--- config.mk ---
export PLATFORM = sky130hd
export DESIGN_NAME = aer_uncorrectable_error_regs
export DESIGN_NICKNAME = d
export VERILOG_FILES = /design/src/aer_regs_pkg.sv /design/src/aer_uncorrectable_error_regs.sv /design/src/aer_err_bit.sv
export SDC_FILE = /design/constraint.sdc
export NUM_CORES = 1
export LEC_CHECK = 0
export ABC_CLOCK_PERIOD_IN_PS = 6700
export CAP_MARGIN = 10
export CORE_AREA = 2 2 97 75
export CTS_BUF_LIST = sky130_fd_sc_hd__clkbuf_8 sky130_fd_sc_hd__clkbuf_16
export CTS_CLUSTER_DIAMETER = 80
export DETAILED_ROUTE_END_ITERATION = 6
export DIE_AREA = 0 0 99 77
export DONT_BUFFER_PORTS = 1
export GPL_ROUTABILITY_DRIVEN = 1
export PLACE_DENSITY = 0.74
export SYNTH_ARGS = -nofsm -noshare
export SYNTH_HDL_FRONTEND = slang
export SYNTH_SLANG_ARGS = --single-unit
--- constraint.sdc ---
create_clock -name i_mclk -period 6.7 [get_ports i_mclk]
set_input_delay 0.335 -clock i_mclk [delete_from_list [all_inputs] [get_ports i_mclk]]
set_output_delay 0.335 -clock i_mclk [all_outputs]
set_load 0.01 [all_outputs]
--- src/aer_regs_pkg.sv ---
// Purpose: Constants for the uncorrectable error reporting register slice
// Assumes: 32-bit AXI4-Lite register access, byte addresses as printed
// Notes: Status and mask share one layout of implemented bits
package aer_regs_pkg;

  // Register byte offsets
  localparam logic [11:0] CAP_HDR_OFS = 12'h100;
  localparam logic [11:0] UNC_STATUS_OFS = 12'h104;
  localparam logic [11:0] UNC_MASK_OFS = 12'h108;

  // Header fields
  localparam int CAP_ID_LSB = 0;
  localparam int CAP_VER_LSB = 16;
  localparam int NEXT_PTR_LSB = 20;
  localparam logic [15:0] CAP_ID_VAL = 16'h0001;
  localparam logic [3:0] CAP_VER_VAL = 4'h1;
  localparam logic [11:0] NEXT_PTR_RST = 12'h140;

  // Error bit positions
  localparam int ERR_TRAINING = 0;
  localparam int ERR_DL_PROTOCOL = 4;
  localparam int ERR_POISONED = 12;
  localparam int ERR_FC_PROTOCOL = 13;
  localparam int ERR_CPL_TIMEOUT = 14;
  localparam int ERR_CPL_ABORT = 15;
  localparam int ERR_UNEXP_CPL = 16;
  localparam int ERR_RX_OVERFLOW = 17;
  localparam int ERR_MALFORMED = 18;
  localparam int ERR_ECRC = 19;
  localparam int ERR_UNSUP_REQ = 20;
  localparam int ERR_ACS_VIOL = 21;

  // Implemented bits: 0, 4, 12..21
  localparam logic [31:0] ERR_IMPL_MASK = 32'h003F_F011;
  localparam logic [31:0] STATUS_RST = 32'h0000_0000;
  localparam logic [31:0] MASK_RST = 32'h0000_0000;

  // AXI responses
  localparam logic [1:0] RESP_OKAY = 2'h0;
  localparam logic [1:0] RESP_SLVERR = 2'h2;

endpackage : aer_regs_pkg

--- src/aer_uncorrectable_error_regs.sv ---
// Purpose: Error reporting capability header, uncorrectable status and mask
// Assumes: AXI4-Lite slave, one clock, events one bit per error source
// Notes: Unmapped addresses answer SLVERR; reads of them return zero
// Functional notes
// [RL1] Header bits 15:0 read 0001h, read-only
// [RL2] Header bits 19:16 read version 1h
// [RL3] Header bits 31:20 next pointer 140h, read-only
// [RL4] Status bit 0 set on training error
// [RL5] Status bit 4 set on link protocol error
// [RL6] Status bit 12 set on poisoned TLP
// [RL7] Status bit 13 set on flow-control error
// [RL8] Status bit 14 set on completion timeout
// [RL9] Status bit 15 set on completer abort
// [RL10] Status bit 16 set on unexpected completion
// [RL11] Status bit 17 set on receiver overflow
// [RL12] Status bit 18 set on malformed TLP
// [RL13] Status bit 19 set on ECRC error
// [RL14] Status bit 20 set on unsupported request
// [RL15] Status bit 21 set on access violation
// [RL16] Mask bit 0 suppresses training error report
// [RL17] Mask bits 4, 12-20 suppress matching reports
// [RL18] Mask bit 21 suppresses access violation report
// [RL19] Masked events still set their status bit
// [RL20] Reserved bits read zero, ignore writes
`timescale 1ns/100ps
module aer_uncorrectable_error_regs #(
  parameter int ADDR_W = 12
) (
  // Clock, reset, enable
  input wire logic i_mclk,
  input wire logic i_rst,
  input wire logic i_ce,
  // Error events, one cycle per occurrence
  input wire logic i_training_err,
  input wire logic i_dl_protocol_err,
  input wire logic i_poisoned_tlp,
  input wire logic i_fc_protocol_err,
  input wire logic i_cpl_timeout,
  input wire logic i_cpl_abort,
  input wire logic i_unexp_cpl,
  input wire logic i_rx_overflow,
  input wire logic i_malformed_tlp,
  input wire logic i_ecrc_err,
  input wire logic i_unsup_req,
  input wire logic i_acs_violation,
  // Unmasked events toward header log and message logic
  output logic [31:0] o_report,
  // AXI4-Lite write address
  input wire logic [ADDR_W-1:0] i_awaddr,
  input wire logic i_awvalid,
  output logic o_awready,
  // AXI4-Lite write data
  input wire logic [31:0] i_wdata,
  input wire logic [3:0] i_wstrb,
  input wire logic i_wvalid,
  output logic o_wready,
  // AXI4-Lite write response
  output logic [1:0] o_bresp,
  output logic o_bvalid,
  input wire logic i_bready,
  // AXI4-Lite read address
  input wire logic [ADDR_W-1:0] i_araddr,
  input wire logic i_arvalid,
  output logic o_arready,
  // AXI4-Lite read data
  output logic [31:0] o_rdata,
  output logic [1:0] o_rresp,
  output logic o_rvalid,
  input wire logic i_rready
);

  // Decode compares full 12-bit offsets, so a narrower bus cannot work
  if (ADDR_W < 12) begin : g_addr_w_check
    $error("ADDR_W must be at least 12");
  end


  typedef enum logic [2:0] {
    WR_IDLE = 3'b001,
    WR_EXEC = 3'b010,
    WR_RESP = 3'b100
  } wr_state_t;

  wr_state_t wr_state_r;
  logic aw_held_r;
  logic w_held_r;
  logic [ADDR_W-1:0] awaddr_r;
  logic [31:0] wdata_r;
  logic [3:0] wstrb_r;
  logic [1:0] bresp_r;
  logic rvalid_r;
  logic [31:0] rdata_r;
  logic [1:0] rresp_r;
  logic [31:0] event_vec;
  logic [31:0] status_vec;
  logic [31:0] mask_vec;
  logic [31:0] report_vec;
  logic [31:0] wmask;
  logic wr_exec;
  logic wr_status;
  logic wr_mask;

  // Word-aligned decode, used by both read and write paths
  function automatic logic [1:0] decode(input logic [ADDR_W-1:0] addr);
    logic [11:0] a;
    a = {addr[11:2], 2'b00};
    // Shift keeps this legal when the bus is exactly 12 bits wide
    if ((addr >> 12) != '0) begin
      decode = 2'd3;
    end else if (a == aer_regs_pkg::CAP_HDR_OFS) begin
      decode = 2'd0;
    end else if (a == aer_regs_pkg::UNC_STATUS_OFS) begin
      decode = 2'd1;
    end else if (a == aer_regs_pkg::UNC_MASK_OFS) begin
      decode = 2'd2;
    end else begin
      decode = 2'd3;
    end
  endfunction : decode

  // Event vector in register layout
  always_comb begin
    event_vec = '0;
    // [RL4] training error
    event_vec[aer_regs_pkg::ERR_TRAINING] = i_training_err;
    // [RL5] link protocol error
    event_vec[aer_regs_pkg::ERR_DL_PROTOCOL] = i_dl_protocol_err;
    // [RL6] poisoned TLP
    event_vec[aer_regs_pkg::ERR_POISONED] = i_poisoned_tlp;
    // [RL7] flow control error
    event_vec[aer_regs_pkg::ERR_FC_PROTOCOL] = i_fc_protocol_err;
    // [RL8] completion timeout
    event_vec[aer_regs_pkg::ERR_CPL_TIMEOUT] = i_cpl_timeout;
    // [RL9] completer abort
    event_vec[aer_regs_pkg::ERR_CPL_ABORT] = i_cpl_abort;
    // [RL10] unexpected completion
    event_vec[aer_regs_pkg::ERR_UNEXP_CPL] = i_unexp_cpl;
    // [RL11] receiver overflow
    event_vec[aer_regs_pkg::ERR_RX_OVERFLOW] = i_rx_overflow;
    // [RL12] malformed TLP
    event_vec[aer_regs_pkg::ERR_MALFORMED] = i_malformed_tlp;
    // [RL13] ECRC error
    event_vec[aer_regs_pkg::ERR_ECRC] = i_ecrc_err;
    // [RL14] unsupported request
    event_vec[aer_regs_pkg::ERR_UNSUP_REQ] = i_unsup_req;
    // [RL15] access violation
    event_vec[aer_regs_pkg::ERR_ACS_VIOL] = i_acs_violation;
  end

  // Byte strobes widened to bit enables
  always_comb begin
    for (int i = 0; i < 32; i++) begin
      wmask[i] = wstrb_r[i/8];
    end
  end

  assign wr_exec = (wr_state_r == WR_EXEC);
  assign wr_status = wr_exec && (decode(awaddr_r) == 2'd1);
  assign wr_mask = wr_exec && (decode(awaddr_r) == 2'd2);

  // [RL20] reserved bits have no flops
  genvar g;
  generate
    for (g = 0; g < 32; g++) begin : g_bit
      if (aer_regs_pkg::ERR_IMPL_MASK[g]) begin : g_impl
        // [RL19] set regardless of mask
        aer_err_bit u_bit (
          .i_mclk(i_mclk),
          .i_rst(i_rst),
          .i_ce(i_ce),
          .i_event(event_vec[g]),
          .i_w1c(wr_status & wmask[g] & wdata_r[g]),
          .i_mask_we(wr_mask & wmask[g]),
          .i_mask_wd(wdata_r[g]),
          .o_status(status_vec[g]),
          .o_mask(mask_vec[g]),
          .o_report(report_vec[g])
        );
      end else begin : g_rsvd
        assign status_vec[g] = 1'b0;
        assign mask_vec[g] = 1'b0;
        assign report_vec[g] = 1'b0;
      end
    end
  endgenerate

  // [RL16] [RL17] [RL18] masked events not reported
  always_ff @(posedge i_mclk or posedge i_rst) begin
    if (i_rst) begin
      o_report <= '0;
    end else if (i_ce) begin
      o_report <= report_vec;
    end
  end

  // Write address and data taken in either order
  assign o_awready = (wr_state_r == WR_IDLE) && !aw_held_r;
  assign o_wready = (wr_state_r == WR_IDLE) && !w_held_r;

  always_ff @(posedge i_mclk or posedge i_rst) begin
    if (i_rst) begin
      aw_held_r <= 1'b0;
      awaddr_r <= '0;
    end else if (i_ce) begin
      if (o_awready && i_awvalid) begin
        aw_held_r <= 1'b1;
        awaddr_r <= i_awaddr;
      end else if (wr_exec) begin
        aw_held_r <= 1'b0;
      end
    end
  end

  always_ff @(posedge i_mclk or posedge i_rst) begin
    if (i_rst) begin
      w_held_r <= 1'b0;
      wdata_r <= '0;
      wstrb_r <= '0;
    end else if (i_ce) begin
      if (o_wready && i_wvalid) begin
        w_held_r <= 1'b1;
        wdata_r <= i_wdata;
        wstrb_r <= i_wstrb;
      end else if (wr_exec) begin
        w_held_r <= 1'b0;
      end
    end
  end

  always_ff @(posedge i_mclk or posedge i_rst) begin
    if (i_rst) begin
      wr_state_r <= WR_IDLE;
      bresp_r <= aer_regs_pkg::RESP_OKAY;
    end else if (i_ce) begin
      case (wr_state_r)
        WR_IDLE: begin
          if (aw_held_r && w_held_r) begin
            wr_state_r <= WR_EXEC;
          end
        end
        WR_EXEC: begin
          // [RL1] [RL2] [RL3] header writes are ignored
          bresp_r <= (decode(awaddr_r) == 2'd3) ? aer_regs_pkg::RESP_SLVERR
                                                 : aer_regs_pkg::RESP_OKAY;
          wr_state_r <= WR_RESP;
        end
        WR_RESP: begin
          if (i_bready) begin
            wr_state_r <= WR_IDLE;
          end
        end
        default: begin
          wr_state_r <= WR_IDLE;
        end
      endcase
    end
  end

  assign o_bvalid = (wr_state_r == WR_RESP);
  assign o_bresp = bresp_r;

  // Reads answer one cycle after the address is taken
  assign o_arready = !rvalid_r;

  always_ff @(posedge i_mclk or posedge i_rst) begin
    if (i_rst) begin
      rvalid_r <= 1'b0;
      rdata_r <= '0;
      rresp_r <= aer_regs_pkg::RESP_OKAY;
    end else if (i_ce) begin
      if (o_arready && i_arvalid) begin
        rvalid_r <= 1'b1;
        rresp_r <= aer_regs_pkg::RESP_OKAY;
        case (decode(i_araddr))
          2'd0: begin
            // [RL1] [RL2] [RL3] fixed header
            rdata_r <= {aer_regs_pkg::NEXT_PTR_RST, aer_regs_pkg::CAP_VER_VAL,
                        aer_regs_pkg::CAP_ID_VAL};
          end
          2'd1: begin
            rdata_r <= status_vec;
          end
          2'd2: begin
            rdata_r <= mask_vec;
          end
          default: begin
            rdata_r <= '0;
            rresp_r <= aer_regs_pkg::RESP_SLVERR;
          end
        endcase
      end else if (i_rready) begin
        rvalid_r <= 1'b0;
      end
    end
  end

  assign o_rvalid = rvalid_r;
  assign o_rdata = rdata_r;
  assign o_rresp = rresp_r;

endmodule : aer_uncorrectable_error_regs

--- src/aer_err_bit.sv ---
// Purpose: One sticky write-one-to-clear error bit with its mask bit
// Assumes: Event input is on the core clock
// Notes: Set wins over a clear in the same cycle
`timescale 1ns/100ps
module aer_err_bit (
  // Clock and reset
  input wire logic i_mclk,
  input wire logic i_rst,
  input wire logic i_ce,
  // Event and software access
  input wire logic i_event,
  input wire logic i_w1c,
  input wire logic i_mask_we,
  input wire logic i_mask_wd,
  // State
  output logic o_status,
  output logic o_mask,
  output logic o_report
);

  // Status sets even when masked
  always_ff @(posedge i_mclk or posedge i_rst) begin
    if (i_rst) begin
      o_status <= 1'b0;
    end else if (i_ce) begin
      o_status <= i_event | (o_status & ~i_w1c);
    end
  end

  always_ff @(posedge i_mclk or posedge i_rst) begin
    if (i_rst) begin
      o_mask <= 1'b0;
    end else if (i_ce && i_mask_we) begin
      o_mask <= i_mask_wd;
    end
  end

  // Mask only gates logging and messaging
  assign o_report = i_event & ~o_mask;

endmodule : aer_err_bit

# Word-level counts from Yosys, hierarchy flattened

Index checks and enable logic that the tools add are counted.
W data, S select, Z words.

Output and inout port bits: 73
Word-level logic and storage cells: 177
Input bits: 80
Register bits: 115

Reduce and logical (&&, ||, !) cells: 27
Mux-type cells: 21
Eq/ne operators: 16
Bitwise logic cells: 78

Operator list:

| operator              | count |
|---|---|
| $pmux W29 S3          | 1 |
| $eq A10 B7 Y1 const B | 6 |
| $and A1 B1 Y1         | 42 |
| $not A1 Y1            | 24 |
| $mux W2               | 10 |
| $reduce_and A2 Y1     | 7 |
| $or A1 B1 Y1          | 12 |
| $logic_and A1 B1 Y1   | 11 |
| $pmux W3 S3           | 1 |
| $mux W1               | 7 |
| $eq A2 B2 Y1 const B  | 3 |
| $mux W3               | 2 |
| $reduce_bool A2 Y1    | 3 |
| $eq A2 B1 Y1 const B  | 2 |
| $ne A2 B1 Y1 const B  | 2 |
| $eq A3 B1 Y1 const B  | 1 |
| $eq A3 B2 Y1 const B  | 1 |
| $eq A3 B3 Y1 const B  | 1 |
| $logic_not A1 Y1      | 3 |
| $reduce_and A3 Y1     | 1 |
| $reduce_or A3 Y1      | 1 |
| $logic_not A2 Y1      | 1 |

# Depth between registers and ports, before layout

Gate-level depths: netlist of the first run.

Depth in word-level cells: 11
Depth in mapped cells: 6
Depth with buffers taken out: 3

# Cells and area by module

Synthesis of the first run repeated with hierarchy kept, for this count alone.

Cells, all modules: 362
Area total of the unflattened synthesis: 4030.1 sq um

Modules (own cells, without submodules):

| module                       | area an instance (sq um) | instances | cells each | seq. area each (sq um) |
|---|---|---|---|---|
| aer_uncorrectable_error_regs | 2919.0                   | 1         | 266        | 1452.6 |
| aer_err_bit                  | 92.6                     | 12        | 8          | 50.0 |

# Worst setup path after synthesis of the first run

Ideal clock, no wire load.

Kind: reg2reg
Start point: register awaddr_r[5]
End point: register g_bit[12].g_impl.u_bit.o_mask
Path buffers: 2
Clock period less this slack: 2.089 ns
Stages on the path, launching flop included: 6
Path slack: 4.611 ns
Arrival: 1.964 ns
Library setup time: 0.125 ns
Required time: 6.575 ns
Path through: dfrtp_1 or4b_4 buf_6 or4_4 buf_6 mux2_4

Cells in the longest elaborated chain, start to end: 8
Elaborated cells on any way between the ends: 10

Ends and longest elaborated chain:

| what                    | line                                | text |
|---|---|---|
| start, declared         | aer_uncorrectable_error_regs.sv:87  | `logic [ADDR_W-1:0] awaddr_r;` |
| start signal, assigned  | aer_uncorrectable_error_regs.sv:207 | `awaddr_r <= i_awaddr;` |
| $eq A10 B7 Y1           | aer_uncorrectable_error_regs.sv:114 | `end else if (a == aer_regs_pkg::UNC_MASK_OFS) begin` |
| $mux W1                 | aer_uncorrectable_error_regs.sv:114 |  |
| $mux W2                 | n/a                                 |  |
| $mux W2 (*)             | n/a                                 |  |
| $eq A2 B2 Y1 (*)        | aer_uncorrectable_error_regs.sv:159 | `assign wr_mask = wr_exec && (decode(awaddr_r) == 2'd2);` |
| $logic_and A1 B1 Y1 (*) | aer_uncorrectable_error_regs.sv:159 |  |
| $and A1 B1 Y1 (*)       | aer_uncorrectable_error_regs.sv:173 | `.i_mask_we(wr_mask & wmask[g]),` |
| $logic_and A1 B1 Y1 (*) | aer_err_bit.sv:33                   | `end else if (i_ce && i_mask_we) begin` |
| end signal, assigned    | aer_err_bit.sv:34                   | `o_mask <= i_mask_wd;` |
| end, declared           | aer_err_bit.sv:17                   | `output logic o_mask,` |

Mark *: on every way between the ends. The rest lies on a longest branch, timed or not.
A chain may end at the register's enable or synchronous reset.

# Final worst setup path of the first run

Start point: register wr_state_r[0]
End point: register wstrb_r[0]

Cells in the longest elaborated chain, start to end: 4

Ends and longest elaborated chain:

| what                               | line                                | text |
|---|---|---|
| start, declared                    | aer_uncorrectable_error_regs.sv:84  | `wr_state_t wr_state_r;` |
| start signal, assigned             | aer_uncorrectable_error_regs.sv:232 | `wr_state_r <= WR_IDLE;` |
| start signal, assigned             | aer_uncorrectable_error_regs.sv:238 | `wr_state_r <= WR_EXEC;` |
| start signal, assigned             | aer_uncorrectable_error_regs.sv:245 | `wr_state_r <= WR_RESP;` |
| $eq A3 B1 Y1                       | aer_uncorrectable_error_regs.sv:198 | `assign o_wready = (wr_state_r == WR_IDLE) && !w_held_r;` |
| $logic_and A1 B1 Y1                | aer_uncorrectable_error_regs.sv:198 |  |
| $logic_and A1 B1 Y1                | aer_uncorrectable_error_regs.sv:220 | `if (o_wready && i_wvalid) begin` |
| $reduce_and A2 Y1 (no source line) | n/a                                 |  |
| end signal, assigned               | aer_uncorrectable_error_regs.sv:223 | `wstrb_r <= i_wstrb;` |
| end, declared                      | aer_uncorrectable_error_regs.sv:89  | `logic [3:0] wstrb_r;` |

Every way passes these cells.

==> flow_metrics.py, run 1 <==
metrics = {
    "sta": {
        "hold_viol": 0,
        "rsz0062_at_grt": "false",
        "relSlewSlack_pct": 28.4,
        "drv_slew": 0,
        "tns_ns": 0,
        "min_period_ns": 2.48,
        "setup_viol": 0,
        "max_freq_ghz": 0.404,
        "min_period_over_period_pct": 36.9,
        "tightest_slew_ns": 1.07,
        "finClkSkew_ns": 0.00680,
    },
    "placement": {
        "portBuffers": 0,
        "gp_congestion": 0.725,
        "dpl.hpwl_mm": 5.13,
    },
    "drt": {
        "first_iter_violations": 122,
        "drtPass1Iterations": 4,
        "drc": 0,
        "routed_wl_mm": 7.50,
        "wire_per_inst_um": 17.7,
        "ant_nets": 0,
        "vias": 2379,
        "via_per_inst": 5.61,
    },
    "clock_network": {
        "hold_buffers": 0,
        "cts.repair.resized": 0,
        "clk_latency_ns": 0.34,
        "clock-root-buffer": "clkbuf_8",
        "path_clk_slew_ns": 0.08,
        "cts_setup_buffers": 0,
        "cts_tree": "done",
        "clockBufferDepth": 2,
        "cts_made_buffers": 9,
        "htreeDepth": 3,
        "cts.sinks": 82,
    },
    "run": {
        "maxCapViolCount": 0,
    },
    "synth": {
        "yosysTopAreaCellShare_pct": 51.9,
        "synth-seq-area-share_pct": 52.6,
        "synthTopCellsByArea": "dfrtp_1, mux2_2, buf_4",
        "yosysTopAreaCell": "dfrtp_1",
        "netlist_instances": 341,
        "yosys_register_bits": 82,
        "syn_area_um2": 3900,
        "netlist-cell-type-count": 42,
        "avgSynthCellArea_um2": 11.4,
        "ys.warnings.count": 0,
    },
    "floorplanning": {
        "initial_core_util_pct": 58.5,
        "die_w_um": 99,
        "coreArea_um2": 6670,
        "rows": 26,
        "die-area_um2": 7620,
        "die_h_um": 77,
        "boundaryPins": 153,
    },
    "power_and_ir_drop": {
        "p_leak_nw": 1.80,
        "power_density_nw_per_um2": 318,
        "ir_drop_uv": 207,
    },
    "final_layout": {
        "final_cell_mix": "dfrtp_1, conb_1, mux2_2",
        "areaGrowthSynthToFinish_pct": 1.41,
        "nFillCells": 560,
        "fin_util_pct": 59.3,
        "final_common_cell": "dfrtp_1",
        "seqCellArea_um2": 2050,
        "antenna_cells": 0,
        "layout.nets": 415,
        "drive_gt1_share_pct": 20.3,
        "multi_input_area_um2": 1510,
    },
    "setup_path": {
        "crit_required_ns": 6.92,
        "arrival_ns": 2.70,
        "ff2ff_path_depth": 3,
        "regToRegSetupSlack_ns": 4.22,
        "cp-start-kind": "flip-flop",
        "startpoint": "wr_state_r[0]$_DFFE_PP1P_",
        "critPathMaxFanout": 16,
        "r2r_end": "wstrb_r[0]$_DFFE_PP0P_",
        "critical_path.endpoint_type": "flip-flop",
        "r2r-start": "wr_state_r[0]$_DFFE_PP1P_",
        "crit_type": "flip-flop to flip-flop",
    },
    "global_route": {
        "grt_pass1_vias": 2331,
        "grt_overflow_total": 0,
        "track_usage_pct": 20.7,
        "grt_pass1_wl_mm": 12.2,
        "antenna_found_initial": 0,
        "grt_max_degree": 83,
    },
    "hold_path": {
        "hold_path_startpoint": "i_araddr[2]",
        "hold_end": "o_rdata[26]$_DFFE_PP0P_",
        "min_path_type": "input pin to flip-flop",
        "hold_depth": 1,
    },
    "status": {
        "status": "completed",
    },
}
[cell usage after synthesis, drive strengths merged]
cell / instances
dfrtp: 81
buf: 49
mux2: 37
nand2: 28
inv: 26
nor2b: 16
a31o: 12
o221ai: 12
clkbuf: 8
nor2: 8
o21ai: 7
a221o: 6
nand4b: 6
nor4: 6
a21oi: 5
nand3b: 5
a41oi: 4
or4: 4
nand2b: 3
nand3: 2
nand4: 2
a211oi: 1
and3b: 1
conb: 1
dfstp: 1
nand4bb: 1
nor3: 1
nor3b: 1
nor4b: 1
nor4bb: 1
o22ai: 1
o31a: 1
or3: 1
or3b: 1
or4b: 1
[worst max-delay path by stage]
stage	endpoint	slack, ns	depth (start not counted)
after floorplan	aw_held_r$_DFFE_PP0P_	4.26	1
after CTS	wstrb_r[0]$_DFFE_PP0P_	4.20	3
after detailed placement	wstrb_r[0]$_DFFE_PP0P_	4.19	3
after global routing	wstrb_r[0]$_DFFE_PP0P_	4.00	3
final	wstrb_r[0]$_DFFE_PP0P_	4.22	3
after global placement	wdata_r[19]$_DFFE_PP0P_	4.24	3
[registers in the layout (all words and copies together) (netlist names)]
name and flops:
aw_held_r 1, awaddr_r 10, g_bit.g_impl.u_bit.o_mask 12, g_bit.g_impl.u_bit.o_status 12, o_bresp 1, o_rdata 13, o_report 12, o_rresp 1
o_rvalid 1, w_held_r 1, wdata_r 12, wr_state_r 3, wstrb_r 3
[metal layers]
metal | up-vias | part of all wire, % | track usage, %
met5 | - | 0 | 0
met4 | 0 | 1.5 | 6.99
met3 | 11 | 7.7 | 7.29
met2 | 90 | 47 | 31.6
met1 | 1174 | 44 | 27.5
li1 | 1104 | - | -
[worst max-delay path, cell delays in order, from the launching register on]
cell and delay, ns:
dfstp_2 0.59, nor3b_1 0.27, nand4b_1 0.88, mux2_2 0.61
[power breakdown]
part	leakage (nW)	internal [mW]	switching, mW
Sequential	0.994	0.597	0.0956
Clock	0.0976	0.168	0.170
Combinational	0.713	0.121	0.106
Total	1.80	0.886	0.372
[cells by family (layout without fill, tap and decap cells)]
| group | count (synthesis) | after routing | synth area share [%] |
|---|---|---|---|
| AOI/OAI and AO/OA | 49 | 49 | 9.94 |
| other | 1 | 40 | 0.0961 |
| and+or+nand+nor | 89 | 89 | 13.8 |
| muxes | 37 | 37 | 11.1 |
| buffers and inverters | 83 | 43 | 12.5 |
| DFF | 82 | 82 | 52.6 |
[final cells by class]
class / count / share of cell area (%)
Inverter: 26 / 2.50
Clock buffer: 9 / 3.13
Sequential cell: 82 / 51.9
Timing Repair Buffer: 1 / 0.190
Tap cell: 84 / 2.66
Clock inverter: 7 / 1.58
Multi-Input combinational cell: 215 / 38.1
[stage by stage]
step	worst slack, ns	instances	total power, mW	instance area (um^2)	hold slack [ns]
final	4.22	424	1.26	3960	0.105
after global routing	4.00	424	1.34	3960	0.0805
after CTS	4.20	424	1.27	3960	0.0808
after detailed placement	4.19	408	0.933	3770	0.459
after global placement	4.24	408	0.917	3770	0.446
after floorplan	4.26	380	0.903	4050	0.444
(Power assumes the default switching activity.)
==> run 2: changes to the inputs <==
--- a/config.mk
+++ b/config.mk
@@ -5,13 +5,14 @@
 export SDC_FILE = /design/constraint.sdc
 export NUM_CORES = 1
 export LEC_CHECK = 0
-export ABC_CLOCK_PERIOD_IN_PS = 6700
+export ABC_AREA = 1
+export ABC_CLOCK_PERIOD_IN_PS = 2600
 export CAP_MARGIN = 10
-export CORE_AREA = 2 2 97 75
+export CORE_AREA = 2 2 100 78
 export CTS_BUF_LIST = sky130_fd_sc_hd__clkbuf_8 sky130_fd_sc_hd__clkbuf_16
 export CTS_CLUSTER_DIAMETER = 80
 export DETAILED_ROUTE_END_ITERATION = 6
-export DIE_AREA = 0 0 99 77
+export DIE_AREA = 0 0 102 80
 export DONT_BUFFER_PORTS = 1
 export GPL_ROUTABILITY_DRIVEN = 1
 export PLACE_DENSITY = 0.74
==> constraint.sdc (replaced) <==
create_clock -name i_mclk -period 2.6 [get_ports i_mclk]
set_input_delay 0.13 -clock i_mclk [delete_from_list [all_inputs] [get_ports i_mclk]]
set_output_delay 0.13 -clock i_mclk [all_outputs]
set_load 0.01 [all_outputs]
==> flow_metrics.py, run 2 <==
metrics = {
    "final_layout": {
        "layout.nets": 596,
        "drive_gt1_share_pct": 14.8,
        "finalInstanceArea_um2": 4640,
        "nFillCells": 589,
        "final_cell_mix": "nand2_1, dfrtp_1, dlygate4sd3_1",
        "antenna_cells": 0,
        "final_common_cell": "nand2_1",
        "areaGrowthSynthToFinish_pct": 11.6,
        "largest_reg_flops": 13,
    },
    "floorplanning": {
        "initial_core_util_pct": 58.0,
        "coreArea_um2": 7160,
        "boundaryPins": 153,
        "rows": 27,
        "die-area_um2": 8160,
        "die_w_um": 102,
        "die_h_um": 80,
    },
    "sta": {
        "setup_viol": 0,
        "hold_slack_ns": 0.0205,
        "hold_viol": 0,
        "min_period_over_period_pct": 85.6,
        "relSlewSlack_pct": 42.0,
        "drv_slew": 0,
        "tns_ns": 0,
        "rsz0062_at_grt": "false",
        "max_freq_ghz": 0.449,
        "min_period_ns": 2.23,
        "finClkSkew_ns": 0.00850,
        "tightest_slew_ns": 0.865,
    },
    "synth": {
        "yosysTopAreaCell": "dfrtp_1",
        "synthSimpleGateAreaFrac_pct": 24.6,
        "synthTopCellsByArea": "dfrtp_1, nand2_1, buf_4",
        "netlist-cell-type-count": 27,
        "yosys_register_bits": 82,
        "avgSynthCellArea_um2": 8.66,
        "yosysMostFrequentCell": "nand2_1",
        "ys_top_cells_by_count": "nand2_1, dfrtp_1, buf_4",
        "yosys-mux-area-fraction_pct": 0,
        "synth-compound-area-share_pct": 10.2,
        "synth-adder-area-share_pct": 0,
        "synth_top_family_by_area": "simple AND/OR/NAND/NOR gates",
        "post_synth_xor_area_fraction_pct": 0,
        "syn_area_um2": 4160,
        "ys.warnings.count": 0,
        "netlist_instances": 480,
        "synth_edf_count": 0,
        "async_flop_share_pct": 100,
        "synth_flop_cell": "dfrtp_1",
        "yosysTopAreaCellShare_pct": 48.8,
        "synth-seq-area-share_pct": 49.4,
    },
    "power_and_ir_drop": {
        "p_leak_nw": 2.27,
        "ir_drop_uv": 441,
        "power_density_nw_per_um2": 770,
    },
    "placement": {
        "post_dp_cell_area_um2": 4000,
        "portBuffers": 0,
        "gp_congestion": 0.839,
        "dpl.hpwl_mm": 5.93,
    },
    "drt": {
        "vias": 3143,
        "drc": 0,
        "routed_wl_mm": 8.88,
        "via_per_inst": 5.06,
        "wire_per_inst_um": 14.3,
        "first_iter_violations": 177,
        "ant_nets": 0,
        "drtPass1Iterations": 5,
    },
    "setup_path": {
        "arrival_ns": 2.52,
        "regToRegSetupSlack_ns": 0.37,
        "r2r_end": "o_rdata[26]$_DFFE_PP0P_",
        "crit_required_ns": 2.90,
        "critPathCapture": "o_rdata[26]$_DFFE_PP0P_",
        "critical_path.endpoint_type": "flip-flop",
        "critPathMaxFanout": 23,
        "crit_type": "flip-flop to flip-flop",
        "cp-start-kind": "flip-flop",
        "r2r-start": "o_rvalid$_DFFE_PP0P_",
        "ff2ff_path_depth": 6,
        "startpoint": "o_rvalid$_DFFE_PP0P_",
    },
    "clock_network": {
        "cts.sinks": 82,
        "cts_made_buffers": 9,
        "clock-root-buffer": "clkbuf_8",
        "clockBufferDepth": 2,
        "clk_latency_ns": 0.36,
        "path_clk_slew_ns": 0.08,
        "cts.repair.resized": 0,
        "cts_tree": "done",
        "htreeDepth": 3,
        "hold_buffers": 45,
        "cts_setup_buffers": 0,
    },
    "status": {
        "status": "completed",
    },
    "global_route": {
        "grt_pass1_vias": 2960,
        "grt_overflow_total": 0,
        "antenna_found_initial": 0,
        "grt_pass1_wl_mm": 14.4,
        "grt_max_degree": 45,
        "track_usage_pct": 23.5,
    },
    "run": {
        "maxCapViolCount": 0,
    },
    "hold_path": {
        "min_path_type": "input pin to flip-flop",
    },
}
[run 2: cell types whose count changed after synthesis, sizes merged, moves of 8 or more]
cell    before  now
inv         26   52
a31o        12    0
o221ai      12    0
mux2        37    0
nand4        2   21
a21oi        5   16
nand2       28  137
o21ai        7   45
buf         49   57
nor2         8   28
nand3        2   33
nor2b       16    0
[run 2: logic make-up (layout without fill, tap and decap cells)]
kind of cell | Yosys count | count (layout)
flops | 82 | 82
other cells | 1 | 40
simple gates | 223 | 223
buf+inv | 113 | 114
compound gates | 61 | 61
[run 2: final cells by class]
cell class              instances  area [um^2]  share of cell area [%]
flip-flops and latches         82         2050                    44.3
multi-input cells             324         1600                    34.5
repair buffers                 46          470                    10.1
inverters                      53          205                    4.42
clock buffers                  10          138                    2.97
well taps                     101          126                    2.72
clock inverters                 5         47.5                    1.02
[run 2: how the worst min path moves through the flow]
stage | from | to | cells after the start
2_1_floorplan | i_training_err | g_bit[0].g_impl.u_bit.o_status$_DFFE_PP0P_ | 2
3_3_place_gp | i_rst | o_report[12]$_DFFE_PP0P_ | 1
3_5_place_dp | i_rst | o_report[12]$_DFFE_PP0P_ | 1
4_1_cts | i_ce | g_bit[21].g_impl.u_bit.o_status$_DFFE_PP0P_ | 3
5_1_grt | i_ce | g_bit[18].g_impl.u_bit.o_status$_DFFE_PP0P_ | 3
6_report | i_ce | g_bit[4].g_impl.u_bit.o_status$_DFFE_PP0P_ | 3
[run 2: layer usage]
metal  track usage, %  routed length [um]  vias to the layer above
li1                 -                   -                     1511
met1             33.5                3950                     1469
met2             34.1                4000                      149
met3             6.04                 784                       14
met4             9.47                 139                        0
met5                0                   0                        -
[run 2: metrics by stage]
step                      utilization [%]  worst slack (ns)  total power [mW]  cells
after floorplan                         -             0.363              2.54    519
after global placement               55.9             0.790              2.58    561
after detailed placement             55.9             0.736              2.63    561
after CTS                            64.8             0.378              3.58    621
after global routing                 64.8             0.213              3.81    621
final                                64.8             0.374              3.57    621
[run 2: power breakdown]
group,switching [mW],internal [mW],leakage [nW]
logic,0.479,0.305,1.18
registers,0.308,1.58,0.979
clock network,0.440,0.455,0.105
[run 2: worst max-delay path: stages, from the launching register on]
cell           delay, ns
dfrtp_1             0.44
inv_1               0.14
nand3_1             0.22
inv_1               0.57
nand4_1             0.15
dlygate4sd3_1       0.59
nand2_1             0.06
==> run 3: changes to the inputs <==
--- a/config.mk
+++ b/config.mk
@@ -6,7 +6,7 @@
 export NUM_CORES = 1
 export LEC_CHECK = 0
 export ABC_AREA = 1
-export ABC_CLOCK_PERIOD_IN_PS = 2600
+export ABC_CLOCK_PERIOD_IN_PS = 2250
 export CAP_MARGIN = 10
 export CORE_AREA = 2 2 100 78
 export CTS_BUF_LIST = sky130_fd_sc_hd__clkbuf_8 sky130_fd_sc_hd__clkbuf_16
@@ -14,7 +14,7 @@
 export DETAILED_ROUTE_END_ITERATION = 6
 export DIE_AREA = 0 0 102 80
 export DONT_BUFFER_PORTS = 1
-export GPL_ROUTABILITY_DRIVEN = 1
+export GPL_ROUTABILITY_DRIVEN = 0
 export PLACE_DENSITY = 0.74
 export SYNTH_ARGS = -nofsm -noshare
 export SYNTH_HDL_FRONTEND = slang
==> constraint.sdc (replaced) <==
create_clock -name i_mclk -period 2.25 [get_ports i_mclk]
set_input_delay 0.1125 -clock i_mclk [delete_from_list [all_inputs] [get_ports i_mclk]]
set_output_delay 0.1125 -clock i_mclk [all_outputs]
set_load 0.01 [all_outputs]
==> flow_metrics.py, run 3 (synthesis gave the netlist of run 2 again) <==
metrics = {
    "status": {
        "status": "completed",
    },
    "final_layout": {
        "final_cell_mix": "nand2_1, dfrtp_1, dlygate4sd3_1",
        "areaGrowthSynthToFinish_pct": 11.5,
        "final_common_cell": "nand2_1",
        "antenna_cells": 0,
        "layout.nets": 596,
        "largest_reg_flops": 13,
        "stdcell_count": 622,
        "drive_gt1_share_pct": 15.4,
    },
    "hold_path": {
        "hold_end": "g_bit[12].g_impl.u_bit.o_status$_DFFE_PP0P_",
        "min_path_type": "input pin to flip-flop",
        "hold_depth": 3,
        "hold_path_startpoint": "i_ce",
    },
    "power_and_ir_drop": {
        "power_density_nw_per_um2": 878,
        "p_switching_mw": 1.43,
        "p_leak_nw": 2.26,
        "comb_power_share_pct": 22.4,
        "swShare_pct": 35.1,
        "ir_drop_uv": 576,
        "clkPwrFrac_pct": 23.9,
        "seq_power_share_pct": 53.7,
        "power_report.internal_total_mw": 2.64,
    },
    "sta": {
        "hold_viol": 0,
        "tns_ns": 0,
        "min_period_ns": 1.98,
        "rsz0062_at_grt": "false",
        "finClkSkew_ns": 0.00831,
        "max_freq_ghz": 0.505,
        "fin_ws_ns": 0.270,
        "relSlewSlack_pct": 39.9,
        "tightest_slew_ns": 0.898,
        "min_period_over_period_pct": 88.0,
        "setup_viol": 0,
        "drv_slew": 0,
    },
    "floorplanning": {
        "rows": 27,
        "die_h_um": 80,
        "initial_core_util_pct": 58.0,
        "boundaryPins": 153,
        "coreArea_um2": 7160,
        "die_w_um": 102,
        "die-area_um2": 8160,
    },
    "clock_network": {
        "htreeDepth": 3,
        "cts_setup_buffers": 0,
        "cts_tree": "done",
        "path_clk_slew_ns": 0.08,
        "hold_buffers": 44,
        "clk_latency_ns": 0.35,
        "cts.repair.resized": 0,
        "cts.sinks": 82,
        "clockBufferDepth": 2,
        "cts_made_buffers": 9,
        "clock-root-buffer": "clkbuf_8",
    },
    "global_route": {
        "grt_overflow_total": 0,
        "track_usage_pct": 23.5,
        "antenna_found_initial": 0,
        "grt_pass1_vias": 3069,
        "grt_max_degree": 83,
        "grt_pass1_wl_mm": 14.6,
    },
    "setup_path": {
        "arrival_ns": 2.28,
        "crit_required_ns": 2.55,
        "r2r-start": "o_rvalid$_DFFE_PP0P_",
        "r2r_end": "o_rdata[26]$_DFFE_PP0P_",
        "max_stage_delay_ns": 0.60,
        "crit_type": "flip-flop to flip-flop",
        "regToRegSetupSlack_ns": 0.27,
        "crit_slowest_cell": "dlygate4sd3_1",
        "critPathMaxFanout": 23,
        "worstPathCellList": "inv_1 -> nand3_1 -> inv_1 -> buf_4 -> nand4_1 -> dlygate4sd3_1 -> nand2_1",
        "cp-start-kind": "flip-flop",
        "ff2ff_path_depth": 7,
        "cpMostUsedCell": "inv_1",
        "critical_path.endpoint_type": "flip-flop",
    },
    "drt": {
        "vias": 3143,
        "routed_wl_mm": 8.76,
        "wire_per_inst_um": 14.1,
        "drc": 0,
        "ant_nets": 0,
        "via_per_inst": 5.05,
        "drtPass1Iterations": 5,
        "first_iter_violations": 210,
    },
    "placement": {
        "portBuffers": 0,
        "dp_slack_ns": 0.412,
        "placed_cells": 562,
        "dpl.hpwl_mm": 5.90,
    },
    "run": {
        "maxCapViolCount": 0,
    },
}
## run 3: metrics by stage
stage	hold WS, ns	cell area [um^2]	utilization (%)	total power, mW
6_report	0.0336	4630	64.7	4.07
5_1_grt	0.0250	4630	64.7	4.35
4_1_cts	0.00639	4630	64.7	4.09
3_5_place_dp	0.128	4010	56.0	3.05
3_3_place_gp	0.116	4010	56.0	2.98
2_1_floorplan	0.242	4300	-	2.94
## run 3: critical path: cells and delay by family, from the launching register on
family	cells	cell delay (ns)
buf+inv	4	1.08
flops	1	0.44
simple gates	3	0.40
## run 3: power by group through the flow
stage	Combinational, mW	Clock [mW]	Sequential [mW]
finish	0.913	0.971	2.18
global route	1.06	1.06	2.23
CTS	0.921	0.989	2.18
detailed placement	0.849	0	2.20
global placement	0.802	0	2.18
floorplan	0.862	0	2.08
## run 3: layer usage
metal	global-route usage, %	vias up	wire [um]
met5	0	-	0
met1	32.1	1463	3880
met3	7.44	12	775
met2	34.8	154	4000
li1	-	1514	-
met4	9.60	0	104
## run 3: how the worst max path moves through the flow
stage	from	end	cells past startpoint
5_1_grt	o_rvalid$_DFFE_PP0P_	o_rdata[26]$_DFFE_PP0P_	7
6_report	o_rvalid$_DFFE_PP0P_	o_rdata[26]$_DFFE_PP0P_	7
2_1_floorplan	i_rst	aw_held_r$_DFFE_PP0P_	1
3_5_place_dp	wr_state_r[0]$_DFFE_PP1P_	awaddr_r[7]$_DFFE_PP0P_	7
4_1_cts	o_rvalid$_DFFE_PP0P_	o_rdata[26]$_DFFE_PP0P_	7
3_3_place_gp	wr_state_r[0]$_DFFE_PP1P_	awaddr_r[7]$_DFFE_PP0P_	7
## run 3: area by class of cell
type                       count  area, um^2
timing repair buffer          46         468
inverter                      53         205
fill                         621        2530
sequential                    82        2050
clock inverter                 5        30.0
tap                          101         126
clock buffer                  11         151
multi-input combinational    324        1600
